**config.mk**
```make
export PLATFORM = sky130hd
export DESIGN_NAME = initial_reset_controller
export DESIGN_NICKNAME = d
export VERILOG_FILES = /design/src/hdl/rst_pkg.sv /design/src/hdl/filt_if.sv /design/src/hdl/hold_filter.sv /design/src/hdl/initial_reset_controller.sv
export SDC_FILE = /design/constraint.sdc
export NUM_CORES = 1
export LEC_CHECK = 0
export BUFFER_PORTS_ARGS = -buffer_cell sky130_fd_sc_hd__buf_4
export CAP_MARGIN = 20
export CORE_ASPECT_RATIO = 1.75
export CORE_MARGIN = 5
export CORE_UTILIZATION = 30
export CTS_CLUSTER_DIAMETER = 40
export DETAILED_ROUTE_END_ITERATION = 16
export MAX_ROUTING_LAYER = met4
export SYNTH_ARGS = -nofsm -noshare
export SYNTH_HDL_FRONTEND = slang
export SYNTH_SLANG_ARGS = --single-unit
```
**constraint.sdc**
```tcl
create_clock -name clk -period 10.27 [get_ports clk]
set_input_delay 2.054 -clock clk [delete_from_list [all_inputs] [get_ports clk]]
set_output_delay 2.054 -clock clk [all_outputs]
set_load 0.01 [all_outputs]
```
**src/hdl/rst_pkg.sv**
```systemverilog
package rst_pkg;
  localparam int unsigned CLK_KHZ = 100000;
  localparam int unsigned FILT_MS = 5;
  localparam int unsigned FILT_CYC = FILT_MS * CLK_KHZ;
  localparam int unsigned LONG_MS = 1000;
  localparam int unsigned LONG_CYC = LONG_MS * CLK_KHZ;
  localparam int unsigned STRETCH_CYC = 4;
  localparam int unsigned SW = 3;

  localparam logic [11:0] ADDR_CTRL = 12'h000;
  localparam logic [11:0] ADDR_CAUSE = 12'h004;
  localparam logic [11:0] ADDR_STAT = 12'h008;
  localparam logic [11:0] ADDR_CORE = 12'h00c;

  localparam int unsigned CTRL_SEL_LO = 0;
  localparam int unsigned CTRL_LONG_BIT = 2;
  localparam int unsigned CAUSE_POR = 0;
  localparam int unsigned CAUSE_PIN = 1;
  localparam int unsigned CAUSE_KEY = 2;
  localparam int unsigned CAUSE_WDT = 3;

  localparam logic [1:0] RESP_OKAY = 2'h0;
  localparam logic [1:0] RESP_DECERR = 2'h3;

  localparam logic [7:0] STEP_RST = 8'h00;
  localparam logic [3:0] PAGE_RST = 4'h1;
  localparam logic [3:0] NEXT_PAGE_RST = 4'h1;
  localparam logic FLAG_RST = 1'b0;
  localparam logic [3:0] VEC_PAGE = 4'h1;
  localparam logic [3:0] VEC_FIRST = 4'h1;

  typedef enum logic [1:0] {
    KEY_NONE = 2'h0,
    KEY_01 = 2'h1,
    KEY_012 = 2'h2,
    KEY_0123 = 2'h3
  } key_sel_t;

  typedef enum logic [2:0] {
    ST_POR = 3'b001,
    ST_HOLD = 3'b010,
    ST_RUN = 3'b100
  } rst_state_t;
endpackage : rst_pkg

```
**src/hdl/filt_if.sv**
```systemverilog
`timescale 1ns/100ps
`default_nettype none
interface filt_if;
  logic req;
  logic ok;
  logic busy;
  modport src (output req, input ok, input busy);
  modport flt (input req, output ok, output busy);
endinterface : filt_if
`default_nettype wire

```
**src/hdl/hold_filter.sv**
```systemverilog
`timescale 1ns/100ps
`default_nettype none
module hold_filter #(
  parameter int unsigned LEN = 1
) (
  // Clock and reset
  input wire logic clk,
  input wire logic rst_n,
  // Request and qualified level
  filt_if.flt f
);
  import rst_pkg::*;
  localparam int unsigned CW = $clog2(LEN + 1);
  localparam logic [CW-1:0] LEN_W = CW'(LEN);

  logic [CW-1:0] cnt_r;
  logic [CW-1:0] cnt_nxt;
  wire hit = (cnt_r == LEN_W);

  // Any low sample restarts the count, so short pulses never qualify
  assign cnt_nxt = !f.req ? '0 : (hit ? cnt_r : cnt_r + CW'(1));
  assign f.ok = hit;
  assign f.busy = f.req && !hit;

  always_ff @(posedge clk or negedge rst_n) begin
    if (!rst_n) begin
      cnt_r <= '0;
    end else begin
      cnt_r <= cnt_nxt;
    end
  end
endmodule : hold_filter
`default_nettype wire

```
**src/hdl/initial_reset_controller.sv**
```systemverilog
// Decided for this implementation: the AXI4-Lite interface to the registers and the address map.
`timescale 1ns/100ps
`default_nettype none
module initial_reset_controller #(
  parameter int unsigned FILT_LEN = rst_pkg::FILT_CYC,
  parameter int unsigned LONG_LEN = rst_pkg::LONG_CYC,
  parameter rst_pkg::key_sel_t KEY_SEL_DEF = rst_pkg::KEY_0123,
  parameter logic LONG_DEF = 1'b0
) (
  // Clock and power-on reset
  input wire logic clk,
  input wire logic rstn,
  // AXI4-Lite write address
  input wire logic [11:0] s_axi_awaddr,
  input wire logic s_axi_awvalid,
  output logic s_axi_awready,
  // AXI4-Lite write data
  input wire logic [31:0] s_axi_wdata,
  input wire logic [3:0] s_axi_wstrb,
  input wire logic s_axi_wvalid,
  output logic s_axi_wready,
  // AXI4-Lite write response
  output logic [1:0] s_axi_bresp,
  output logic s_axi_bvalid,
  input wire logic s_axi_bready,
  // AXI4-Lite read address
  input wire logic [11:0] s_axi_araddr,
  input wire logic s_axi_arvalid,
  output logic s_axi_arready,
  // AXI4-Lite read data
  output logic [31:0] s_axi_rdata,
  output logic [1:0] s_axi_rresp,
  output logic s_axi_rvalid,
  input wire logic s_axi_rready,
  // Reset sources
  input wire logic osc_running,
  input wire logic reset_pin,
  input wire logic [3:0] key_inputs,
  input wire logic wdt_runaway,
  // Core register next values
  input wire logic [7:0] core_step_nxt,
  input wire logic [3:0] core_page_nxt,
  input wire logic [3:0] core_npp_nxt,
  input wire logic core_irq_flag_nxt,
  input wire logic core_dec_flag_nxt,
  input wire logic [3:0] vec_sel,
  // Reset and core state
  output logic sys_rst,
  output logic cpu_run,
  output logic [7:0] program_step_counter,
  output logic [3:0] program_page_counter,
  output logic [3:0] next_page_pointer,
  output logic irq_flag,
  output logic dec_flag,
  output logic [11:0] fetch_addr,
  output logic [11:0] vector_addr
);
  import rst_pkg::*;

  // Reset release through two flip-flops
  logic rst_ff1_r;
  logic rst_ff2_r;
  wire rst_n = rst_ff2_r;

  always_ff @(posedge clk or negedge rstn) begin
    if (!rstn) begin
      rst_ff1_r <= 1'b0;
      rst_ff2_r <= 1'b0;
    end else begin
      rst_ff1_r <= 1'b1;
      rst_ff2_r <= rst_ff1_r;
    end
  end

  // Input synchronisers; first stage feeds only the second
  logic [6:0] sync1_r;
  logic [6:0] sync2_r;
  wire [6:0] pins_in = {wdt_runaway, osc_running, reset_pin, key_inputs};

  always_ff @(posedge clk or negedge rst_n) begin
    if (!rst_n) begin
      sync1_r <= '0;
      sync2_r <= '0;
    end else begin
      sync1_r <= pins_in;
      sync2_r <= sync1_r;
    end
  end

  wire [3:0] key_s = sync2_r[3:0];
  wire pin_s = sync2_r[4];
  wire osc_s = sync2_r[5];
  wire wdt_s = sync2_r[6];

  // Software controls
  key_sel_t key_sel_r;
  logic long_en_r;
  logic [3:0] cause_r;

  // Key combination mask, one bit per key input
  logic [3:0] key_mask;
  genvar gi;
  generate
    for (gi = 0; gi < 4; gi++) begin : g_mask
      if (gi < 2) begin : g_lo
        assign key_mask[gi] = (key_sel_r != KEY_NONE);
      end else begin : g_hi
        assign key_mask[gi] = (key_sel_r >= key_sel_t'(gi));
      end
    end
  endgenerate

  // All selected keys high at once; nothing selected never fires
  wire key_all = (key_sel_r != KEY_NONE) && (&(key_s | ~key_mask));

  filt_if pin_f ();
  filt_if key_f ();
  filt_if long_f ();

  assign pin_f.req = pin_s;
  assign key_f.req = key_all;
  assign long_f.req = key_f.ok && long_en_r;

  hold_filter #(.LEN(FILT_LEN)) u_pin_filt (
    .clk(clk),
    .rst_n(rst_n),
    .f(pin_f.flt)
  );

  hold_filter #(.LEN(FILT_LEN)) u_key_filt (
    .clk(clk),
    .rst_n(rst_n),
    .f(key_f.flt)
  );

  hold_filter #(.LEN(LONG_LEN)) u_long_filt (
    .clk(clk),
    .rst_n(rst_n),
    .f(long_f.flt)
  );

  wire pin_ok = pin_f.ok;
  wire key_ok = long_en_r ? long_f.ok : key_f.ok;
  wire any_src = pin_ok || key_ok || wdt_s;
  wire filt_busy = pin_f.busy || key_f.busy || long_f.busy;

  // Reset sequencer
  rst_state_t state_r;
  rst_state_t state_nxt;
  logic [SW-1:0] stretch_r;
  logic [SW-1:0] stretch_nxt;
  wire stretch_done = (stretch_r == '0);

  always_comb begin
    state_nxt = state_r;
    unique case (state_r)
      ST_POR: begin
        if (osc_s) begin
          state_nxt = ST_HOLD;
        end
      end
      ST_HOLD: begin
        if (!osc_s) begin
          state_nxt = ST_POR;
        end else if (!any_src && !filt_busy && stretch_done) begin
          state_nxt = ST_RUN;
        end
      end
      ST_RUN: begin
        if (!osc_s) begin
          state_nxt = ST_POR;
        end else if (any_src) begin
          state_nxt = ST_HOLD;
        end
      end
      default: begin
        state_nxt = ST_POR;
      end
    endcase
  end

  // Short stretch so a one-cycle watchdog pulse still gives a full reset
  assign stretch_nxt = any_src ? SW'(STRETCH_CYC) :
                       (stretch_done ? stretch_r : stretch_r - SW'(1));

  always_ff @(posedge clk or negedge rst_n) begin
    if (!rst_n) begin
      state_r <= ST_POR;
      stretch_r <= SW'(STRETCH_CYC);
    end else begin
      state_r <= state_nxt;
      stretch_r <= stretch_nxt;
    end
  end

  assign sys_rst = (state_r != ST_RUN);
  assign cpu_run = (state_r == ST_RUN);

  // Core registers held at entry values during reset
  logic [7:0] step_r;
  logic [3:0] page_r;
  logic [3:0] npp_r;
  logic irq_r;
  logic dec_r;
  logic [11:0] vec_r;

  always_ff @(posedge clk or negedge rst_n) begin
    if (!rst_n) begin
      step_r <= STEP_RST;
      page_r <= PAGE_RST;
      npp_r <= NEXT_PAGE_RST;
      irq_r <= FLAG_RST;
      dec_r <= FLAG_RST;
    end else if (sys_rst) begin
      step_r <= STEP_RST;
      page_r <= PAGE_RST;
      npp_r <= NEXT_PAGE_RST;
      irq_r <= FLAG_RST;
      dec_r <= FLAG_RST;
    end else begin
      step_r <= core_step_nxt;
      page_r <= core_page_nxt;
      npp_r <= core_npp_nxt;
      irq_r <= core_irq_flag_nxt;
      dec_r <= core_dec_flag_nxt;
    end
  end

  // Vector zero is the reset entry, so it maps to the first vector
  wire [3:0] vec_idx = (vec_sel < VEC_FIRST) ? VEC_FIRST : vec_sel;

  always_ff @(posedge clk or negedge rst_n) begin
    if (!rst_n) begin
      vec_r <= {VEC_PAGE, 4'h0, VEC_FIRST};
    end else begin
      vec_r <= {VEC_PAGE, 4'h0, vec_idx};
    end
  end

  assign program_step_counter = step_r;
  assign program_page_counter = page_r;
  assign next_page_pointer = npp_r;
  assign irq_flag = irq_r;
  assign dec_flag = dec_r;
  assign fetch_addr = {page_r, step_r};
  assign vector_addr = vec_r;

  // AXI4-Lite write path; address and data may come in either order
  logic aw_have_r;
  logic w_have_r;
  logic [11:0] aw_addr_r;
  logic [31:0] w_data_r;
  logic [3:0] w_strb_r;
  logic bvalid_r;
  logic [1:0] bresp_r;

  assign s_axi_awready = !aw_have_r && !bvalid_r;
  assign s_axi_wready = !w_have_r && !bvalid_r;
  wire aw_hs = s_axi_awvalid && s_axi_awready;
  wire w_hs = s_axi_wvalid && s_axi_wready;
  wire wr_go = aw_have_r && w_have_r && !bvalid_r;
  wire [11:0] wr_addr = {aw_addr_r[11:2], 2'b00};
  wire wr_ctrl = wr_go && (wr_addr == ADDR_CTRL) && w_strb_r[0];
  wire wr_cause = wr_go && (wr_addr == ADDR_CAUSE) && w_strb_r[0];
  wire wr_hit = (wr_addr == ADDR_CTRL) || (wr_addr == ADDR_CAUSE) ||
                (wr_addr == ADDR_STAT) || (wr_addr == ADDR_CORE);

  always_ff @(posedge clk or negedge rst_n) begin
    if (!rst_n) begin
      aw_have_r <= 1'b0;
      w_have_r <= 1'b0;
      aw_addr_r <= '0;
      w_data_r <= '0;
      w_strb_r <= '0;
      bvalid_r <= 1'b0;
      bresp_r <= RESP_OKAY;
    end else begin
      if (aw_hs) begin
        aw_have_r <= 1'b1;
        aw_addr_r <= s_axi_awaddr;
      end else if (wr_go) begin
        aw_have_r <= 1'b0;
      end
      if (w_hs) begin
        w_have_r <= 1'b1;
        w_data_r <= s_axi_wdata;
        w_strb_r <= s_axi_wstrb;
      end else if (wr_go) begin
        w_have_r <= 1'b0;
      end
      if (wr_go) begin
        bvalid_r <= 1'b1;
        bresp_r <= wr_hit ? RESP_OKAY : RESP_DECERR;
      end else if (s_axi_bready) begin
        bvalid_r <= 1'b0;
      end
    end
  end

  assign s_axi_bvalid = bvalid_r;
  assign s_axi_bresp = bresp_r;

  // Control and cause registers; a new cause wins over its clear
  wire [3:0] cause_set = {wdt_s, key_ok, pin_ok, state_r == ST_POR};
  wire [3:0] cause_clr = wr_cause ? w_data_r[3:0] : 4'h0;

  always_ff @(posedge clk or negedge rst_n) begin
    if (!rst_n) begin
      key_sel_r <= KEY_SEL_DEF;
      long_en_r <= LONG_DEF;
      cause_r <= '0;
    end else begin
      if (wr_ctrl) begin
        key_sel_r <= key_sel_t'(w_data_r[CTRL_SEL_LO +: 2]);
        long_en_r <= w_data_r[CTRL_LONG_BIT];
      end
      cause_r <= (cause_r & ~cause_clr) | cause_set;
    end
  end

  // AXI4-Lite read path
  logic rvalid_r;
  logic [31:0] rdata_r;
  logic [1:0] rresp_r;

  assign s_axi_arready = !rvalid_r;
  wire ar_hs = s_axi_arvalid && s_axi_arready;
  wire [11:0] rd_addr = {s_axi_araddr[11:2], 2'b00};
  wire [31:0] rd_ctrl = {29'h0, long_en_r, key_sel_r};
  wire [31:0] rd_cause = {28'h0, cause_r};
  wire [31:0] rd_stat = {24'h0, state_r, filt_busy, osc_s, wdt_s, key_all, pin_s};
  wire [31:0] rd_core = {14'h0, dec_r, irq_r, npp_r, page_r, step_r};
  wire rd_hit = (rd_addr == ADDR_CTRL) || (rd_addr == ADDR_CAUSE) ||
                (rd_addr == ADDR_STAT) || (rd_addr == ADDR_CORE);
  wire [31:0] rd_mux = (rd_addr == ADDR_CTRL) ? rd_ctrl :
                       (rd_addr == ADDR_CAUSE) ? rd_cause :
                       (rd_addr == ADDR_STAT) ? rd_stat :
                       (rd_addr == ADDR_CORE) ? rd_core : 32'h0;

  always_ff @(posedge clk or negedge rst_n) begin
    if (!rst_n) begin
      rvalid_r <= 1'b0;
      rdata_r <= '0;
      rresp_r <= RESP_OKAY;
    end else if (ar_hs) begin
      rvalid_r <= 1'b1;
      rdata_r <= rd_mux;
      rresp_r <= rd_hit ? RESP_OKAY : RESP_DECERR;
    end else if (s_axi_rready) begin
      rvalid_r <= 1'b0;
    end
  end

  assign s_axi_rvalid = rvalid_r;
  assign s_axi_rdata = rdata_r;
  assign s_axi_rresp = rresp_r;
endmodule : initial_reset_controller
`default_nettype wire

```
==> metrics.md, run 1 <==
| Metric | Value |
|---|---|
| CTS Buffer Depth | `2` |
| Clock buffer count from CTS | `17` |
| Die Height | `216 um` |
| Hpwl dp | `12600 um` |
| Number of distinct library cells after synthesis | `65` |
| Top_reg_cell synth | `dfrtp_1` |
| Antenna-violating nets left | `0` |
| Largest net degree at the start of global routing | `74` |
| Slew margin rel. | `36.5%` |
| Filler instances | `2402` |
| Synth warnings | `0` |
| Slew @ Worst Pin | `0.950 ns` |
| Clock Tree Root | `clkbuf_16` |
| Post-Route WL | `16800 um` |
| Crit path cell chain | `nand2b_1 > nor2_1 > buf_4 > inv_1 > buf_4` |
| Setup Skew | `0.0113 ns` |
| Drc violations | `0` |
| Arrival time at the worst endpoint | `1.69 ns` |
| Worst path most repeated cell | `buf_4` |
| Power Total | `0.00153 W` |
| Synth Register Bits | `155` |
| Achievable Freq | `0.267 GHz` |
| Synth async-reset ratio | `100%` |
| N_diodes | `0` |
| Final TNS setup | `0 ns` |
| Die Outline Area | `27600 um2` |
| Core Box Area | `23900 um2` |
| Final WS setup | `6.53 ns` |
| Leakage power | `3.95 nW` |
| Clk slew on worst S/H paths | `0.06 ns` |
| Hold crit path type | `flip-flop to asynchronous set/reset pin` |
| Clk sinks | `155` |
| # IOs | `181` |
| Worst setup SP type | `flip-flop` |
| Row count | `75` |
| Initial DRC count | `278` |
| Via count | `5137` |
| Hold buffers post-CTS | `0` |
| Min Tclk post-route | `3.74 ns` |
| DR vias/cell | `4.71` |
| Initial Util | `30.4%` |
| M1 WL | `6010 um` |
| Max stage delay on crit path | `0.46 ns` |
| Maxcap violations | `0` |
| Post-synth EDFFs | `0` |
| GRT Util Overall | `12.9%` |
| RSZ-0062 raised after global routing | `false` |
| First-pass GRT wire length | `27500 um` |
| CTS tree | `done` |
| Initial antenna violation count | `0` |
| Worst slack, placed | `6.39 ns` |
| Required @ worst endpoint | `8.22 ns` |
| RD Place Congestion | `0.811` |
| Commonest non-fill, non-tap cell in the layout | `dfrtp_1` |
| Setup crit end kind | `primary output` |
| Maximum VDD drop | `119 uV` |
| Vias in the first global route | `5280` |
| Leading cell types in the layout, fill and taps excluded | `dfrtp_1, buf_4, nor2_1` |
| Mapped cell area | `7280 um2` |
| Number of I/O port buffers | `123` |
| Die X-Extent | `128 um` |
| Hold Vio Cnt, Final | `0` |
| DRT Pass-1 Iters | `4` |
| Post-CTS Setup Inserts | `0` |
| Tcrit/Tclk final | `36.4%` |
| Register area share after synthesis | `53.4%` |
| Final Max Slew Viols | `0` |
| Layout area overhead | `22.5%` |
| # nets final | `874` |
| Met3 WL | `721 um` |
| GRT overflow | `0` |
| Post-CTS sizing | `0` |
| Fraction of layout cells with a size suffix above 1 | `25.7%` |
| Worst path slowest cell | `dfrtp_1` |
| Top Metal Used | `met4` |
| H-tree lvl count | `4` |
| CP Max Fanout | `18` |
| Status | `finished, final reports clean` |
| Pwr/cell area | `171 nW/um2` |
| Critical path class | `flip-flop to primary output` |
| Synthesized instance count | `666` |
| Synthesized area per cell | `10.9 um2` |
| Clock latency on the worst-skew pair | `0.43 ns` |
| Average wire per standard cell | `15.4 um` |
| WL met2 | `9570 um` |
| Final Setup Violations | `0` |
## sequential cells by signal, summed over array words and instances (netlist names), 2 cells and up
| register | cells |
|---|---|
| u_long_filt.cnt_r | 27 |
| u_key_filt.cnt_r | 19 |
| u_pin_filt.cnt_r | 19 |
| s_axi_rdata | 18 |
| aw_addr_r | 10 |
| program_step_counter | 8 |
| sync1_r | 7 |
| sync2_r | 7 |
| cause_r | 4 |
| next_page_pointer | 4 |
| program_page_counter | 4 |
| vector_addr | 4 |
| w_data_r | 4 |
| state_r | 3 |
| stretch_r | 3 |
| key_sel_r | 2 |
## metrics by stage
stage	util, %	std cells	hold slack (ns)	cell area (um2)
2_1_floorplan	-	687	0.331	7360
3_3_place_gp	34.7	1059	0.207	8310
3_5_place_dp	34.7	1059	0.206	8310
4_1_cts	37.3	1091	0.214	8920
5_1_grt	37.3	1091	0.230	8920
6_report	37.3	1091	0.203	8920
## cell usage after synthesis, types with 3 or more instances
master | n | area [um2]
nor4bb_1 | 6 | 60.1
nand2b_1 | 9 | 56.3
nand3_1 | 31 | 155
dfrtp_1 | 148 | 3700
nor4b_1 | 4 | 35.0
or3_1 | 9 | 56.3
and4_1 | 5 | 43.8
ha_1 | 8 | 100
nor3_1 | 11 | 55.1
a21o_1 | 6 | 45.0
xnor2_1 | 17 | 149
xor2_1 | 37 | 324
and3_1 | 4 | 25.0
mux2_2 | 14 | 158
a22o_1 | 14 | 123
dfstp_2 | 7 | 184
or4b_1 | 3 | 30.0
a21oi_1 | 11 | 55.1
nor2_1 | 70 | 263
nand2_1 | 34 | 128
mux4_2 | 3 | 67.6
clkbuf_1 | 17 | 63.8
or4_1 | 5 | 37.5
nand4b_1 | 3 | 26.3
inv_1 | 25 | 93.8
nor4_1 | 10 | 62.6
and2_1 | 20 | 125
buf_2 | 4 | 20.0
nor2b_1 | 3 | 18.8
nor4b_2 | 3 | 45.0
nand4_1 | 20 | 125
a211o_1 | 3 | 26.3
mux2i_1 | 6 | 60.1
buf_4 | 39 | 293
o21ai_0 | 15 | 75.1
## cell type report
type | instances | area (um2) | share of cell area (%)
sequential | 155 | 3890 | 43.6
multi-input combinational | 445 | 2990 | 33.6
timing repair buffer | 126 | 946 | 10.6
clock buffer | 19 | 433 | 4.85
tap | 308 | 385 | 4.32
clock inverter | 13 | 175 | 1.96
inverter | 25 | 93.8 | 1.05
## power breakdown
part / internal [W] / switching [W]
combinational: 0.0000883 / 0.0000831
clock: 0.000404 / 0.000247
sequential: 0.000665 / 0.0000374
total: 0.00116 / 0.000368
## path summary, 6_finish.rpt
path,start,endpoint,slack [ns],cells past startpoint
min in group clk,sync1_r[3],sync2_r[3],0.35,0
hold / removal,rst_ff2_r,aw_addr_r[10],0.20,0
setup / recovery,state_r[1],sys_rst,6.53,5
max in group asynchronous,rst_ff2_r,u_key_filt.cnt_r[0],8.12,2
hold reg to reg,rst_ff2_r,aw_addr_r[10],0.20,0
setup reg to reg,u_key_filt.cnt_r[0],u_long_filt.cnt_r[21],7.64,7
## logic make-up (layout without fill, tap and decap cells)
| group | after synthesis | count (layout) | synth area share (%) |
|---|---|---|---|
| and+or+nand+nor | 269 | 269 | 21.3 |
| AOI/OAI and AO/OA | 67 | 67 | 6.65 |
| muxes | 24 | 24 | 4.07 |
| xor gates and xnor gates | 54 | 54 | 6.50 |
| adders and majority gates | 8 | 8 | 1.37 |
| other | 2 | 23 | 0.103 |
| buffers and inverters | 87 | 183 | 6.58 |
| DFF | 155 | 155 | 53.4 |
## critical path: cells and delay by family, from the launching register on
kind                   cells  cell delay (ns)
buffers and inverters      3             0.42
and+or+nand+nor            2             0.38
DFF                        1             0.46
## per-layer routing
metal | vias to the layer above | GRT usage [%]
li1 | 2471 | -
met2 | 109 | 23.6
met1 | 2533 | 12.8
met3 | 24 | 2.91
met4 | 0 | 5.84
met5 | - | -
Power figures use the tool's default switching activity.
==> run 2: changes to the inputs <==
- clock period: 10.27 -> 3.7 ns (I/O delays scaled with it)
==> run 2 against run 1 <==
  * Wire length about the same
  * Sequential power rose to 2.8 times the previous value
  * Flip-flop and latch count unchanged
==> metrics.md, run 2 (synthesis gave the netlist of run 1 again) <==
| Metric | Value |
|---|---|
| Status | `finished, final reports clean` |
| R2R Path Start | `u_pin_filt.cnt_r[12]` |
| Setup crit end kind | `primary output` |
| DR vias/cell | `4.73 (+0.47%)` |
| Required @ worst endpoint | `2.96 ns (-5.26 ns)` |
| Leading cell types in the layout, fill and taps excluded | `dfrtp_1, buf_4, nor2_1` |
| Pwr/cell area | `484 nW/um2 (+180%)` |
| Critical path launch point | `state_r[1]` |
| Average wire per standard cell | `15.3 um (-0.40%)` |
| Hpwl dp | `12600 um (+0.30%)` |
| GRT overflow | `0 (unchanged)` |
| Clock Tree Root | `clkbuf_16` |
| Comb power frac | `11.1% (about the same)` |
| CTS Buffer Depth | `2 (unchanged)` |
| Final TNS setup | `0 ns (unchanged)` |
| Max reg flops | `27 (unchanged)` |
| Worst path slowest cell | `dfrtp_1` |
| Antenna-violating nets left | `0 (unchanged)` |
| Slew margin rel. | `51.6% (+15 points)` |
| Post-CTS sizing | `0 (unchanged)` |
| Hold_ws | `0.0820 ns (-0.121 ns)` |
| Hold Vio Cnt, Final | `0 (unchanged)` |
| Die Height | `216 um (unchanged)` |
| Worst r2r dst | `s_axi_rdata[4]` |
| GRT Util Overall | `12.7% (-0.22 points)` |
| Min Tclk post-route | `2.43 ns` |
| Critical Path End | `sys_rst` |
| CP Max Fanout | `18 (unchanged)` |
| Die X-Extent | `128 um (unchanged)` |
| Worst path most repeated cell | `buf_4` |
| Initial Util | `30.4% (unchanged)` |
| Maxcap violations | `0 (unchanged)` |
| Post-Route WL | `16800 um (about the same)` |
| Reg2reg path depth | `5 (-2)` |
| Initial DRC count | `215 (-23%)` |
| Worst setup SP type | `flip-flop` |
| Worst reg-to-reg setup slack | `1.49 ns (-6.15 ns)` |
| Initial antenna violation count | `0 (unchanged)` |
| Switch share | `24.0% (-0.096 points)` |
| P_sw | `0.00105 W (+190%)` |
| # nets final | `878 (+0.46%)` |
| Achievable Freq | `0.411 GHz` |
| Biggest regs | `u_long_filt.cnt_r x27, u_key_filt.cnt_r x19, u_pin_filt.cnt_r x19` |
| Slew @ Worst Pin | `0.720 ns (-0.230 ns)` |
| Final Max Slew Viols | `0 (unchanged)` |
| Clk sinks | `155 (unchanged)` |
| First-pass GRT wire length | `27000 um (-1.9%)` |
| Final Setup Violations | `0 (unchanged)` |
| Reg with most FFs | `u_long_filt.cnt_r` |
| Setup Skew | `0.00644 ns (-0.00488 ns)` |
| Via count | `5180 (+0.84%)` |
| DRT Pass-1 Iters | `4 (unchanged)` |
| Core Box Area | `23900 um2 (unchanged)` |
| Hold buffers post-CTS | `0 (unchanged)` |
| RD Place Congestion | `0.782 (-3.5%)` |
| Critical Path Stages | `5 (unchanged)` |
| Leakage power | `3.99 nW (+1.1%)` |
| Commonest non-fill, non-tap cell in the layout | `dfrtp_1` |
| H-tree lvl count | `4 (unchanged)` |
| Worst Path Buf+Inv | `3 (unchanged)` |
| Drc violations | `0 (unchanged)` |
| Largest net degree at the start of global routing | `81 (+9.5%)` |
| Fraction of layout cells with a size suffix above 1 | `26.2% (+0.50 points)` |
| # IOs | `181 (unchanged)` |
| Seq pwr share | `44.6% (-1.5 points)` |
| Die Outline Area | `27600 um2 (unchanged)` |
| RSZ-0062 raised after global routing | `false` |
| CP delay by family, top | `flip-flops` |
| CTS tree | `done` |
| Vias in the first global route | `5255 (-0.47%)` |
| Layout area overhead | `24.0%` |
| Critical path class | `flip-flop to primary output` |
| Clock share of power | `44.3% (+1.6 points)` |
| Clock buffer count from CTS | `17 (unchanged)` |
| N_diodes | `0 (unchanged)` |
| Clk slew on worst S/H paths | `0.06 ns (about the same)` |
| Max stage delay on crit path | `0.46 ns (about the same)` |
| Maximum VDD drop | `365 uV (+210%)` |
| Clock latency on the worst-skew pair | `0.43 ns (about the same)` |
| Number of I/O port buffers | `123 (unchanged)` |
| Hold crit path type | `input port to asynchronous set/reset pin` |
| Crit path cell chain | `nand2b_1 > nor2_1 > buf_4 > inv_1 > buf_4` |
| Row count | `75 (unchanged)` |
| Int Power | `0.00332 W (+190%)` |
| Arrival time at the worst endpoint | `1.69 ns (about the same)` |
| Post-CTS Setup Inserts | `0 (unchanged)` |
| Tcrit/Tclk final | `65.7%` |
## run 2: cell types whose count changed in the layout (fill, tap and decap cells not counted), sizes merged
cell / before / now
buf: 126 / 130
bufinv: 4 / 5
clkinv: 8 / 3
clkinvlp: 1 / 2
inv: 25 / 28
## run 2: layer usage
layer  track usage, %  vias to the layer above  wire length [um]
met3             3.13                       33               757
li1                 -                     2472                 -
met1             12.6                     2564              6060
met4             6.13                        0               597
met5                -                        -                 0
met2             22.8                      111              9370
## run 2: worst min-delay path by stage
| stage | start | to | slack [ns] | cells after the start |
|---|---|---|---|---|
| global route | rstn | rst_ff1_r | 0.06 | 1 |
| detailed placement | sync1_r[4] | sync2_r[4] | 0.33 | 0 |
| floorplan | rst_ff1_r | rst_ff2_r | 0.33 | 0 |
| CTS | rstn | rst_ff2_r | 0.06 | 1 |
| finish | rstn | rst_ff1_r | 0.08 | 1 |
| global placement | sync1_r[5] | sync2_r[5] | 0.33 | 0 |
## run 2: through the flow
stage,power [W],worst slack [ns],std cells,util [%],cell area [um2]
detailed placement,0.00247,1.27,1062,34.9,8340
CTS,0.00444,1.23,1094,37.6,9000
finish,0.00437,1.27,1095,37.7,9030
global route,0.00457,1.14,1095,37.7,9030
floorplan,0.00230,1.14,687,-,7360
global placement,0.00246,1.29,1062,34.9,8340
## run 2: area by class of cell
class	count	area (um2)
Fill cell	2379	14900
Tap cell	308	385
Clock buffer	19	443
Timing Repair Buffer	130	1010
Inverter	25	93.8
Sequential cell	155	3890
Multi-Input combinational cell	445	2990
Clock inverter	13	214
## run 2: power groups by stage
| stage | clock network (W) | registers [W] | logic [W] |
|---|---|---|---|
| final | 0.00194 | 0.00195 | 0.000486 |
| after global routing | 0.00206 | 0.00197 | 0.000549 |
| after CTS | 0.00199 | 0.00196 | 0.000476 |
| after detailed placement | 0 | 0.00200 | 0.000474 |
| after global placement | 0 | 0.00199 | 0.000463 |
| after floorplan | 0 | 0.00197 | 0.000329 |
## run 2: worst register-to-register path, cell delays in order (launching register included)
cell and delay (ns):
dfrtp_1 0.44, or4b_1 0.55, nor3_2 0.30, and2_1 0.35, o221ai_2 0.15, a221o_1 0.31
==> run 3: changes to the inputs <==
- clock period: 3.7 -> 2.08 ns (I/O delays scaled with it)
==> run 3 against run 2 <==
  * Via count increased by 2.0%
  * Non-clock buffer count increased by 46
  * Combinational power rose by 79%
  * Die area unchanged
  * Critical path type is now flip-flop to flip-flop
  * Highest routed layer unchanged
==> metrics.md, run 3 (synthesis gave the netlist of run 1 again) <==
| Metric | Value |
|---|---|
| Pwr/cell area | `803 nW/um2 (+66%)` |
| Hold crit path type | `input port to flip-flop` |
| Layout area overhead | `28.2%` |
| R2R Path Start | `u_pin_filt.cnt_r[6]` |
| Post-Route WL | `17400 um (+3.9%)` |
| Die X-Extent | `128 um (unchanged)` |
| Clk sinks | `155 (unchanged)` |
| Critical Path End | `s_axi_rdata[4]` |
| Initial antenna violation count | `0 (unchanged)` |
| Number of I/O port buffers | `123 (unchanged)` |
| Clock Tree Root | `clkbuf_16` |
| GRT overflow | `0 (unchanged)` |
| Vias in the first global route | `5604 (+6.6%)` |
| Filler instances | `2361 (-0.76%)` |
| Tcrit/Tclk final | `94.8%` |
| CTS tree | `done` |
| Hpwl dp | `13500 um (+6.8%)` |
| # nets final | `924 (+5.2%)` |
| DRT Pass-1 Iters | `4 (unchanged)` |
| CTS Buffer Depth | `2 (unchanged)` |
| DR vias/cell | `4.63 (-2.1%)` |
| Min Tclk post-route | `1.97 ns` |
| Clock latency on the worst-skew pair | `0.43 ns (about the same)` |
| Clock buffer count from CTS | `17 (unchanged)` |
| Hold Vio Cnt, Final | `0 (unchanged)` |
| RSZ-0062 raised after global routing | `false` |
| Status | `finished, final reports clean` |
| Die Outline Area | `27600 um2 (unchanged)` |
| Worst reg-to-reg setup slack | `0.11 ns (-1.38 ns)` |
| Via count | `5284 (+2.0%)` |
| Clk slew on worst S/H paths | `0.06 ns (about the same)` |
| Largest net degree at the start of global routing | `39 (-52%)` |
| Reg with most FFs | `u_long_filt.cnt_r` |
| Setup Skew | `0.00745 ns (+0.00101 ns)` |
| GR Layer Usage met1 | `13.5% (+0.84 points)` |
| Setup crit end kind | `flip-flop` |
| Leading cell types in the layout, fill and taps excluded | `buf_4, dfrtp_1, nor2_1` |
| Reg2reg path depth | `5 (unchanged)` |
| Initial DRC count | `274 (+27%)` |
| Slew margin rel. | `56.8% (+5.2 points)` |
| Util after Layout | `39.0% (+1.3 points)` |
| Worst slack, placed | `-0.0135 ns (-1.28 ns)` |
| Maximum VDD drop | `599 uV (+64%)` |
| Worst setup SP type | `flip-flop` |
| Required @ worst endpoint | `2.40 ns (-0.56 ns)` |
| Final WS setup | `0.109 ns (-1.16 ns)` |
| Fraction of layout cells with a size suffix above 1 | `30.9% (+4.7 points)` |
| N_diodes | `0 (unchanged)` |
| Drc violations | `0 (unchanged)` |
| # IOs | `181 (unchanged)` |
| CP Max Fanout | `4 (-14)` |
| Average wire per standard cell | `15.3 um (-0.33%)` |
| First-pass GRT wire length | `28400 um (+5.3%)` |
| Final Setup Violations | `0 (unchanged)` |
| Achievable Freq | `0.507 GHz` |
| GRT Util Overall | `13.5% (+0.80 points)` |
| Critical path class | `flip-flop to flip-flop` |
| RD Place Congestion | `0.835 (+6.8%)` |
| Final TNS setup | `0 ns (unchanged)` |
| Slew @ Worst Pin | `0.642 ns (-0.0781 ns)` |
| Leakage power | `4.20 nW (+5.1%)` |
| Critical path launch point | `u_pin_filt.cnt_r[6]` |
| Core Box Area | `23900 um2 (unchanged)` |
| GR peak layer | `met2` |
| Maxcap violations | `0 (unchanged)` |
| Max reg flops | `27 (unchanged)` |
| Hold_ws | `0.0862 ns (+0.00419 ns)` |
| Antenna-violating nets left | `0 (unchanged)` |
| Commonest non-fill, non-tap cell in the layout | `buf_4` |
| H-tree lvl count | `4 (unchanged)` |
| Worst r2r dst | `s_axi_rdata[4]` |
| Biggest regs | `u_long_filt.cnt_r x27, u_key_filt.cnt_r x19, u_pin_filt.cnt_r x19` |
| Initial Util | `30.4% (unchanged)` |
| Met2 Use GR | `24.5% (+1.7 points)` |
| GRT met3 Usage | `3.42% (+0.30 points)` |
| Arrival time at the worst endpoint | `2.29 ns (+0.60 ns)` |
| Final Max Slew Viols | `0 (unchanged)` |
| Die Height | `216 um (unchanged)` |
| Row count | `75 (unchanged)` |
[run 3: cell type report]
| class | count | area, um2 | area share, % |
|---|---|---|---|
| inverters | 25 | 93.8 | 1.01 |
| flip-flops and latches | 155 | 3890 | 41.7 |
| clock inverters | 8 | 109 | 1.17 |
| clock buffers | 24 | 492 | 5.27 |
| well taps | 308 | 385 | 4.13 |
| repair buffers | 176 | 1350 | 14.4 |
| multi-input cells | 445 | 3010 | 32.3 |
[run 3: worst min-delay path by stage]
| stage | startpoint | to | slack (ns) | cells after the start |
|---|---|---|---|---|
| global placement | rstn | rst_ff1_r | 0.20 | 1 |
| CTS | key_inputs[0] | sync1_r[0] | 0.06 | 1 |
| global route | key_inputs[0] | sync1_r[0] | 0.06 | 1 |
| floorplan | rstn | rst_ff1_r | 0.12 | 0 |
| finish | key_inputs[0] | sync1_r[0] | 0.09 | 1 |
| detailed placement | rstn | rst_ff1_r | 0.20 | 1 |
[run 3: power by group]
part	switching, W	leakage, nW	internal (W)
Clock	0.00124	0.283	0.00190
Sequential	0.000198	2.02	0.00328
Combinational	0.000410	1.89	0.000461
[run 3: through the flow]
| step | power (W) | cell area, um2 | instances |
|---|---|---|---|
| 2_1_floorplan | 0.00409 | 7360 | 687 |
| 3_5_place_dp | 0.00443 | 8690 | 1107 |
| 4_1_cts | 0.00762 | 9320 | 1141 |
| 5_1_grt | 0.00784 | 9340 | 1141 |
| 3_3_place_gp | 0.00440 | 8690 | 1107 |
| 6_report | 0.00749 | 9340 | 1141 |
[run 3: per-layer routing]
metal  vias up  routed length [um]
li1       2570                   -
met3        25                 702
met2       106                9950
met5         -                   0
met1      2583                6300
met4         0                 475
[run 3: what timing repair did]
| action | CTS | global route |
|---|---|---|
| buffers inserted | 1 | 0 |
| hold buffers | 1 | 0 |
| gates resized for setup | 1 | 7 |
| setup endpoints to repair | 6 | 26 |
| endpoints found under the hold margin | 2 | 0 |
| gates cloned | 0 | 0 |
| pin swaps | 1 | 3 |
[run 3: worst max-delay path: stages (launching register included)]
cell and delay, ns:
dfrtp_1 0.39, or4b_1 0.59, nor3_2 0.23, and2_1 0.21
o221ai_2 0.13, a221o_1 0.30
